--- src/hdl/pmcs_map.svh ---
// Register offsets, field positions and timing figures of the clock selector
// Functional notes
// Select change switches at once if source runs
// Select 01 secondary crystal, 00 primary
// Upper select bit set chooses internal block
// Sleep samples idle bit: idle or full sleep
// Reset starts primary run, unless two-speed start; the code also starts on internal when clock monitor is enabled
// Secondary run: primary off, flags set/cleared
// Secondary entry waits for go and ready
// Secondary to primary waits primary ready
// Internal run stops primary, clears timer flag
// Internal frequency field writable, acts immediately
// Zero frequency, no source select: high-frequency off
// High-frequency stable flag set after stabilising
// Stable flag kept when already stable
// Stability flag follows low/high source encoding
// Internal to primary waits, clears stable flag
// Sleep stops oscillator, clears status flags
// Sleep entry needs no clock switch
// Wake waits for source or runs internal
// Start-up 1024 periods, PLL 2 ms, switch 2-4
// Regulator register only on regulated variant
// Regulator sleep field encodes four power levels
// Source switches are glitch-free, clocks gated
// Status bits read-only, updated in clock domain
`ifndef PMCS_MAP_SVH
`define PMCS_MAP_SVH

// Register byte offsets
`define OSC_CTRL_OFS     8'h00
`define OSC_CTRL2_OFS    8'h04
`define REG_CTRL_OFS     8'h08
`define MODE_STAT_OFS    8'h0C

// Oscillator control fields
`define IDLE_BIT         7
`define FREQ_MSB         6
`define FREQ_LSB         4
`define OST_BIT          3
`define HFS_BIT          2
`define CSEL_MSB         1
`define CSEL_LSB         0

// Second oscillator control fields
`define SECRUN_BIT       6
`define INTERNAL_SOURCE_SELECT_BIT       5
`define SECGO_BIT        3
`define LFS_BIT          0

// Regulator field and mode status fields
`define VREG_MSB         1
`define VREG_LSB         0
`define STAT_SRC_LSB     8

// Oscillator ready input positions
`define RDY_PRI          0
`define RDY_SEC          1
`define RDY_HF           2
`define RDY_LF           3

// Timing
`define OST_PERIODS      19'h0_0400
`define PLL_LOCK_US      2000
`define CLK_PERIOD_NS    10
`define SWITCH_GAP_LAST  2'h1

`endif

--- src/hdl/pmcs_pkg.sv ---
// Types shared by the clock selector
package pmcs_pkg;

    typedef enum logic [5:0] {
        ST_RUN   = 6'h01,
        ST_WAIT  = 6'h02,
        ST_GAP   = 6'h04,
        ST_IDLE  = 6'h08,
        ST_SLEEP = 6'h10,
        ST_WAKE  = 6'h20
    } state_t;

    typedef enum logic [1:0] {
        SRC_PRI = 2'h0,
        SRC_SEC = 2'h1,
        SRC_INT = 2'h2
    } src_t;

    typedef struct packed {
        state_t      st;
        src_t        cur;
        src_t        pend;
        logic [1:0]  gap;
        logic [18:0] pri_cnt;
        logic [7:0]  hf_cnt;
        logic        idle_en;
        logic [2:0]  freq;
        logic [1:0]  csel;
        logic        int_src;
        logic        sec_go;
        logic [1:0]  vreg;
        logic        ost;
        logic        hf_stable;
        logic        lf_stable;
        logic        secondary_run_mode;
        logic [3:0]  sync1;
        logic [3:0]  sync2;
        logic [3:0]  sync3;
        logic [3:0]  rdy;
        logic        cpu_en;
        logic        per_en;
        logic        pri_on;
        logic        sec_on;
        logic        hf_on;
        logic        lf_on;
        logic        pready;
        logic        pslverr;
        logic [31:0] prdata;
    } ctrl_state_t;

    // Source chosen by the two-bit select field
    function automatic src_t src_of(input logic [1:0] sel);
        src_t s;
        s = SRC_PRI;
        if (sel[1]) begin
            s = SRC_INT;
        end else if (sel[0]) begin
            s = SRC_SEC;
        end
        return s;
    endfunction

endpackage

--- src/hdl/power_mode_clock_selector.sv ---
// Power-managed mode controller and glitch-free system clock source selector
`timescale 1ns/100ps
`default_nettype none
`include "pmcs_map.svh"

module power_mode_clock_selector
    import pmcs_pkg::*;
#(
    parameter int PLL_LOCK_CYCLES     = (`PLL_LOCK_US * 1000 + `CLK_PERIOD_NS - 1) / `CLK_PERIOD_NS,
    parameter int HF_STABILISE_CYCLES = 8,
    parameter bit REGULATED           = 1'b1
) (
    // Clock and reset
    input  wire logic        clk,
    input  wire logic        srst,
    // APB slave
    input  wire logic        psel,
    input  wire logic        penable,
    input  wire logic        pwrite,
    input  wire logic [7:0]  paddr,
    input  wire logic [31:0] pwdata,
    output logic [31:0]      prdata,
    output logic             pready,
    output logic             pslverr,
    // Core events
    input  wire logic        sleep_exec,
    input  wire logic        wake_event,
    // Configuration and neighbour enables
    input  wire logic        pll_enable,
    input  wire logic        two_speed_enable,
    input  wire logic        clock_monitor_enable,
    input  wire logic        watchdog_enable,
    input  wire logic        secondary_osc_enable,
    // Oscillator ready levels, asynchronous
    input  wire logic [3:0]  osc_ready,
    // Clock gating and source control
    output logic             cpu_clk_en,
    output logic             periph_clk_en,
    output logic [1:0]       clk_source,
    output logic             primary_osc_on,
    output logic             secondary_osc_on,
    output logic             hf_osc_on,
    output logic             lf_osc_on,
    output logic [2:0]       internal_freq_select,
    output logic [1:0]       regulator_sleep_power_field
);

    ////////////////////////////////////////////////////////////////////////////////////////////
    // Declarations

    localparam logic [18:0] PRI_WAIT_BASE = `OST_PERIODS;
    localparam logic [18:0] PRI_WAIT_PLL  = 19'(PLL_LOCK_CYCLES);
    localparam logic [7:0]  HF_LAST       = 8'(HF_STABILISE_CYCLES);

    ctrl_state_t q;
    ctrl_state_t n;

    logic        pri_rdy;
    logic        sec_rdy;
    logic        hf_rdy;
    logic        lf_rdy;
    src_t        tgt;
    logic        sec_allowed;
    logic        hf_want;
    logic        fast_start;
    logic [18:0] pri_limit;
    logic        pri_ready_full;
    logic        tgt_ready;
    logic        apb_first;
    logic        wr_fire;
    logic        hit;
    logic [31:0] rd_val;
    logic        sleep_n;

    ////////////////////////////////////////////////////////////////////////////////////////////
    // Derived conditions

    assign pri_rdy        = q.rdy[`RDY_PRI];
    assign sec_rdy        = q.rdy[`RDY_SEC];
    assign hf_rdy         = q.rdy[`RDY_HF];
    assign lf_rdy         = q.rdy[`RDY_LF];
    assign tgt            = src_of(q.csel);
    assign sec_allowed    = q.sec_go | secondary_osc_enable;
    assign hf_want        = (q.freq != 3'h0) | q.int_src;
    assign fast_start     = two_speed_enable | clock_monitor_enable;
    assign pri_limit      = pll_enable ? PRI_WAIT_BASE + PRI_WAIT_PLL : PRI_WAIT_BASE;
    assign pri_ready_full = q.pri_on & pri_rdy & (q.pri_cnt == pri_limit);
    assign apb_first      = psel & penable & ~q.pready;
    assign wr_fire        = psel & penable & q.pready & pwrite;

    // Whether the chosen source can take over now
    always_comb begin
        unique case (tgt)
            SRC_PRI: tgt_ready = pri_ready_full;
            SRC_SEC: tgt_ready = sec_allowed & sec_rdy;
            SRC_INT: tgt_ready = hf_want | lf_rdy;
            default: tgt_ready = 1'b0;
        endcase
    end

    ////////////////////////////////////////////////////////////////////////////////////////////
    // Register read decode

    always_comb begin
        hit    = 1'b1;
        rd_val = 32'h0000_0000;
        case (paddr)
            `OSC_CTRL_OFS: begin
                rd_val[`IDLE_BIT]              = q.idle_en;
                rd_val[`FREQ_MSB:`FREQ_LSB]    = q.freq;
                rd_val[`OST_BIT]               = q.ost;
                rd_val[`HFS_BIT]               = q.hf_stable;
                rd_val[`CSEL_MSB:`CSEL_LSB]    = q.csel;
            end
            `OSC_CTRL2_OFS: begin
                rd_val[`SECRUN_BIT]            = q.secondary_run_mode;
                rd_val[`INTERNAL_SOURCE_SELECT_BIT]            = q.int_src;
                rd_val[`SECGO_BIT]             = q.sec_go;
                rd_val[`LFS_BIT]               = q.lf_stable;
            end
            `REG_CTRL_OFS: begin
                if (REGULATED) begin
                    rd_val[`VREG_MSB:`VREG_LSB] = q.vreg;
                end else begin
                    hit = 1'b0;
                end
            end
            `MODE_STAT_OFS: begin
                rd_val[5:0]                    = q.st;
                rd_val[`STAT_SRC_LSB +: 2]     = q.cur;
            end
            default: begin
                hit = 1'b0;
            end
        endcase
    end

    ////////////////////////////////////////////////////////////////////////////////////////////
    // Next state

    always_comb begin
        n = q;

        // Ready levels: three stages, a change counts once the last two agree
        n.sync1 = osc_ready;
        n.sync2 = q.sync1;
        n.sync3 = q.sync2;
        if (q.sync2 == q.sync3) begin
            n.rdy = q.sync3;
        end

        // APB: one wait cycle, answer in the second access cycle
        n.pready = apb_first;
        if (apb_first) begin
            n.prdata  = rd_val;
            n.pslverr = ~hit;
        end
        if (wr_fire) begin
            case (paddr)
                `OSC_CTRL_OFS: begin
                    n.idle_en = pwdata[`IDLE_BIT];
                    n.freq    = pwdata[`FREQ_MSB:`FREQ_LSB];
                    n.csel    = pwdata[`CSEL_MSB:`CSEL_LSB];
                end
                `OSC_CTRL2_OFS: begin
                    n.int_src = pwdata[`INTERNAL_SOURCE_SELECT_BIT];
                    n.sec_go  = pwdata[`SECGO_BIT];
                end
                `REG_CTRL_OFS: begin
                    if (REGULATED) begin
                        n.vreg = pwdata[`VREG_MSB:`VREG_LSB];
                    end
                end
                default: begin
                end
            endcase
        end

        // Primary start-up timer, plus PLL lock when used
        if (!q.pri_on || !pri_rdy) begin
            n.pri_cnt = 19'h0_0000;
        end else if (q.pri_cnt != pri_limit) begin
            n.pri_cnt = q.pri_cnt + 19'h0_0001;
        end

        // High-frequency stabilisation; clocks keep running meanwhile
        if (!q.hf_on || !hf_rdy) begin
            n.hf_cnt = 8'h00;
        end else if (q.hf_cnt != HF_LAST) begin
            n.hf_cnt = q.hf_cnt + 8'h01;
        end
        n.hf_stable = q.hf_on & hf_rdy & (q.hf_cnt == HF_LAST);

        // Mode sequencer
        unique case (q.st)
            ST_RUN, ST_WAIT: begin
                if (sleep_exec) begin
                    n.st = q.idle_en ? ST_IDLE : ST_SLEEP;
                end else if (tgt == q.cur) begin
                    n.st = ST_RUN;
                end else if (tgt_ready) begin
                    n.st   = ST_GAP;
                    n.pend = tgt;
                    n.gap  = 2'h0;
                end else begin
                    n.st = ST_WAIT;
                end
            end
            ST_GAP: begin
                n.gap = q.gap + 2'h1;
                if (q.gap == `SWITCH_GAP_LAST) begin
                    n.cur = q.pend;
                    n.st  = ST_RUN;
                end
            end
            ST_IDLE: begin
                if (wake_event) begin
                    n.st = ST_RUN;
                end
            end
            ST_SLEEP: begin
                if (wake_event) begin
                    n.st = ST_WAKE;
                end
            end
            ST_WAKE: begin
                if (fast_start) begin
                    n.cur = SRC_INT;
                    n.st  = ST_RUN;
                end else if (tgt_ready) begin
                    n.cur = tgt;
                    n.st  = ST_RUN;
                end
            end
            default: begin
                n.st = ST_WAKE;
            end
        endcase

        // Status flags once a new source drives the device
        if (n.st == ST_RUN && (q.st == ST_GAP || q.st == ST_WAKE)) begin
            n.ost     = (n.cur == SRC_PRI);
            n.secondary_run_mode = (n.cur == SRC_SEC);
        end
        if (q.st == ST_GAP && n.cur == SRC_PRI && q.cur == SRC_INT) begin
            n.hf_cnt    = 8'h00;
            n.hf_stable = 1'b0;
        end

        // Oscillator enables follow the next mode
        sleep_n     = (n.st == ST_SLEEP);
        n.pri_on    = ~sleep_n & ((n.cur == SRC_PRI) | (tgt == SRC_PRI));
        n.sec_on    = sleep_n ? secondary_osc_enable : (sec_allowed | (n.cur == SRC_SEC));
        n.hf_on     = ~sleep_n & hf_want;
        n.lf_on     = watchdog_enable | (~sleep_n & (clock_monitor_enable | ~hf_want));
        n.lf_stable = ~sleep_n & q.lf_on & lf_rdy;
        if (sleep_n) begin
            n.ost       = 1'b0;
            n.secondary_run_mode   = 1'b0;
            n.hf_stable = 1'b0;
        end

        // Clock gates stay closed through the switch gap and for the cycle of every source change
        n.cpu_en = ((n.st == ST_RUN) | (n.st == ST_WAIT)) & (n.cur == q.cur);
        n.per_en = ((n.st == ST_RUN) | (n.st == ST_WAIT) | (n.st == ST_IDLE))
                   & (n.cur == q.cur);
    end

    ////////////////////////////////////////////////////////////////////////////////////////////
    // State register

    always_ff @(posedge clk) begin
        if (srst) begin
            q     <= '0;
            q.st  <= ST_WAKE;
            q.cur <= SRC_PRI;
        end else begin
            q <= n;
        end
    end

    ////////////////////////////////////////////////////////////////////////////////////////////
    // Outputs

    assign prdata                      = q.prdata;
    assign pready                      = q.pready;
    assign pslverr                     = q.pslverr;
    assign cpu_clk_en                  = q.cpu_en;
    assign periph_clk_en               = q.per_en;
    assign clk_source                  = q.cur;
    assign primary_osc_on              = q.pri_on;
    assign secondary_osc_on            = q.sec_on;
    assign hf_osc_on                   = q.hf_on;
    assign lf_osc_on                   = q.lf_on;
    assign internal_freq_select        = q.freq;
    assign regulator_sleep_power_field = q.vreg;
endmodule
`default_nettype wire

--- config.mk ---
export PLATFORM = sky130hd
export DESIGN_NAME = power_mode_clock_selector
export DESIGN_NICKNAME = d
export VERILOG_FILES = /design/src/hdl/pmcs_pkg.sv /design/src/hdl/power_mode_clock_selector.sv
export VERILOG_INCLUDE_DIRS = /design/src /design/src/hdl
export SDC_FILE = /design/constraint.sdc
export NUM_CORES = 1
export LEC_CHECK = 0
export ABC_AREA = 1
export BUFFER_PORTS_ARGS = -buffer_cell sky130_fd_sc_hd__buf_2
export CORE_ASPECT_RATIO = 1.5
export CORE_UTILIZATION = 49
export DETAILED_ROUTE_END_ITERATION = 10
export PLACE_DENSITY_LB_ADDON = 0.3
export SKIP_LAST_GASP = 1
export SLEW_MARGIN = 0
export SYNTH_ARGS = -nofsm -noshare
export SYNTH_HDL_FRONTEND = slang
export SYNTH_SLANG_ARGS = --single-unit
--- constraint.sdc ---
create_clock -name clk -period 1.7 [get_ports clk]
set_input_delay 0.085 -clock clk [delete_from_list [all_inputs] [get_ports clk]]
set_output_delay 0.085 -clock clk [all_outputs]
set_load 0.05 [all_outputs]
==> results.sh <==
export IMPL_run_status="complete, but fails checks"
export IMPL_violations="negative setup slack"
export IMPL_dieArea_um2=9420
export IMPL_hp_class="primary input to register"
export IMPL_clkSinkCount=87
export IMPL_grt_use_total_pct=24.1
export IMPL_synth_cells=608
export IMPL_wl_per_cell_um=12.9
export IMPL_critical_path_peak_fanout=8
export IMPL_ys_seq_area_share_pct=39.4
export IMPL_synth_xor_area_share_pct=2.77
export IMPL_r2r_cells=13
export IMPL_endpoint_kind="register"
export IMPL_synth_area_um2=4430
export IMPL_regToRegStartpoint="q[79]"
export IMPL_vias_per_cell=5.02
export IMPL_finalPower_w=0.00540
export IMPL_leakagePower_nw=2.60
export IMPL_start_util_pct=50.4
export IMPL_arrival_ns=2.05
export IMPL_synthAdderAreaFrac_pct=1.41
export IMPL_antenna_diode_count=0
export IMPL_r2r_end="q[73]"
export IMPL_areaGrowthSynthToFinish_pct=32.1
export IMPL_drive_gt1_share_pct=33.7
export IMPL_row_count=42
export IMPL_ir_drop_mv=0.781
export IMPL_skew_ns=0.00757
export IMPL_hold_slack_ns=0.00633
export IMPL_cp_start_kind="register"
export IMPL_synth_cell_types=40
export IMPL_clk_latency_ns=0.35
export IMPL_antenna_left=0
export IMPL_max_cap_viol_count=0
export IMPL_clkTransAtPathRegs_ns=0.06
export IMPL_yosys_register_bits=87
export IMPL_required_ns=1.94
export IMPL_startpoint="q[79]"
export IMPL_portBuffers=55
export IMPL_root_buffer="clkbuf_16"
export IMPL_io_pins=103
export IMPL_grt_pass1_vias=4041
export IMPL_synth_top_family_by_area="simple AND/OR/NAND/NOR gates"
export IMPL_die_width_um=79.6
export IMPL_vias=4285
export IMPL_drv_slew=0
export IMPL_drc=0
export IMPL_antenna_found_initial=0
export IMPL_yosysWarnings=0
export IMPL_dr_pass1_iters=5
export IMPL_finalNetCount=800
export IMPL_drtIter0Drc=294
export IMPL_reg2reg_slack_ns=-0.11
export IMPL_setup_violations=17
export IMPL_dp_hpwl_mm=8.15
export IMPL_die_y_um=118
export IMPL_cts_buffers=9
export IMPL_fin_crit_sh_pct=107
export IMPL_grt_max_degree=20
export IMPL_timing_final_ws_setup_ns=-0.112
export IMPL_rsz0062_at_grt="true"
export IMPL_synthSimpleGateAreaFrac_pct=27.8
export IMPL_synth_mux_area_share_pct=0
export IMPL_cts_tree="done"
export IMPL_grt_pass1_wl_mm=17.5
export IMPL_synth_compound_area_share_pct=12.4
export IMPL_powerDensity_nw_per_um2=923
export IMPL_htreeDepth=3
export IMPL_syn_area_per_cell_um2=7.28
export IMPL_hold_viol=0
export IMPL_clk_path_buf_depth=2
export IMPL_grt_ovfl_total=0
export IMPL_gp_routability_congestion=0.924
export IMPL_totalWireLength_mm=11.0
export IMPL_core_region_area_um2=8780
export IMPL_critPathCapture="q[73]"
export IMPL_min_path_cells=3
export IMPL_period_minus_slack_ns=1.81
export IMPL_fmax_ghz=0.552
export IMPL_path_class="register to register"
==> how the worst min path moves through the flow <==
stage                    startpoint                       to
finish                    pwdata[5]  internal_freq_select[1]
global route              pwdata[5]  internal_freq_select[1]
detailed placement  watchdog_enable                lf_osc_on
floorplan              osc_ready[0]                    n[48]
CTS                       pwdata[5]  internal_freq_select[1]
global placement    watchdog_enable                lf_osc_on
==> placed cells by master, fill, tap and decap left out, drive strengths merged, types with 3 or more instances in the layout <==
| master | instances |
|---|---|
| dfxtp | 87 |
| inv | 99 |
| a21oi | 43 |
| buf | 139 |
| xnor2 | 4 |
| dlygate4sd3 | 9 |
| nand4 | 14 |
| xor2 | 10 |
| o21ai | 44 |
| bufinv | 3 |
| nand2 | 103 |
| nor4 | 6 |
| o221ai | 4 |
| nor3 | 11 |
| clkbuf | 11 |
| ha | 5 |
| conb | 22 |
| nand3 | 20 |
| clkinv | 3 |
| nor2 | 94 |
==> layout make-up <==
class | instances | area (um2)
Clock buffer | 11 | 253
Clock inverter | 5 | 104
Fill cell | 756 | 2930
Inverter | 100 | 378
Multi-Input combinational cell | 393 | 2210
Sequential cell | 87 | 1750
Tap cell | 110 | 138
Timing Repair Buffer | 148 | 1010
==> worst max-delay path, cell delays in order, from the launching register on <==
cell      delay (ns)
dfxtp_2         0.33
inv_2           0.07
ha_4            0.14
nand2_4         0.05
nor2_4          0.10
nand2_2         0.08
nor2_4          0.13
nand3_4         0.11
nand3b_4        0.11
nand2_4         0.07
a21oi_4         0.21
nand3_4         0.10
nand3_4         0.15
nor2_2          0.04
==> state kept, by name, indices dropped and copies added (netlist names), 2 cells and up <==
| register | flops |
|---|---|
| clk_source | 2 |
| internal_freq_select | 3 |
| n | 8 |
| prdata | 10 |
| q | 51 |
| regulator_sleep_power_field | 2 |
==> stage by stage <==
| step | setup TNS [ns] | cells | setup WS, ns | utilization (%) | area, um2 |
|---|---|---|---|---|---|
| after global placement | -1.41 | 813 | -0.119 | 58.2 | 5100 |
| after global routing | -4.42 | 854 | -0.258 | 66.6 | 5850 |
| final | -1.24 | 854 | -0.112 | 66.6 | 5850 |
| after CTS | -1.22 | 844 | -0.111 | 64.5 | 5660 |
| after floorplan | -0.0157 | 629 | -0.00392 | - | 4530 |
| after detailed placement | -2.50 | 813 | -0.183 | 58.2 | 5100 |
==> cell usage after synthesis, drive strengths merged <==
cell | instances | share of area (%)
a21oi | 43 | 5.4
a41oi | 1 | 0.20
and2 | 1 | 0.14
and3 | 1 | 0.14
buf | 40 | 6.8
clkbuf | 9 | 0.99
clkinv | 1 | 0.085
conb | 1 | 0.085
dfxtp | 87 | 39
ha | 5 | 1.4
inv | 99 | 8.4
nand2 | 103 | 9.6
nand3 | 20 | 3.2
nand3b | 2 | 0.62
nand4 | 14 | 2.1
nor2 | 94 | 9.1
nor3 | 11 | 1.5
nor3b | 1 | 0.28
nor4 | 6 | 0.99
o2111ai | 2 | 0.40
o211ai | 2 | 0.34
o21ai | 44 | 5.0
o221ai | 4 | 0.79
o22ai | 2 | 0.28
or2 | 1 | 0.14
xnor2 | 4 | 0.79
xor2 | 10 | 2.0
==> what timing repair did <==
action / 4_1_cts / 5_1_grt
hold buffers: 9 / 0
buffers inserted: 6 / 11
hold endpoints to repair: 8 / 0
pin swaps: 9 / 17
gates resized for setup: 19 / 40
endpoints found under the setup margin: 25 / 34
==> layer usage <==
layer  GRT usage [%]  wire length [um]  vias to the layer above
met5               0                 0                        -
met4            16.4               415                        0
met3            2.93               506                       29
met2            42.4              5890                      132
met1            26.2              4210                     1991
li1                -                 -                     2133
==> cell families after synthesis <==
group           count (synthesis)
buf+inv                       149
simple gates                  254
compound gates                 98
flops                          87
other cells                     1
xor+xnor                       14
fa+ha+maj                       5
==> where the power goes <==
part | internal (W) | switching, W | total, W
Clock | 0.00152 | 0.000811 | 0.00233
Sequential | 0.00212 | 0.0000463 | 0.00216
Combinational | 0.000290 | 0.000617 | 0.000908
Total | 0.00392 | 0.00147 | 0.00540
Power figures use the tool's default switching activity.
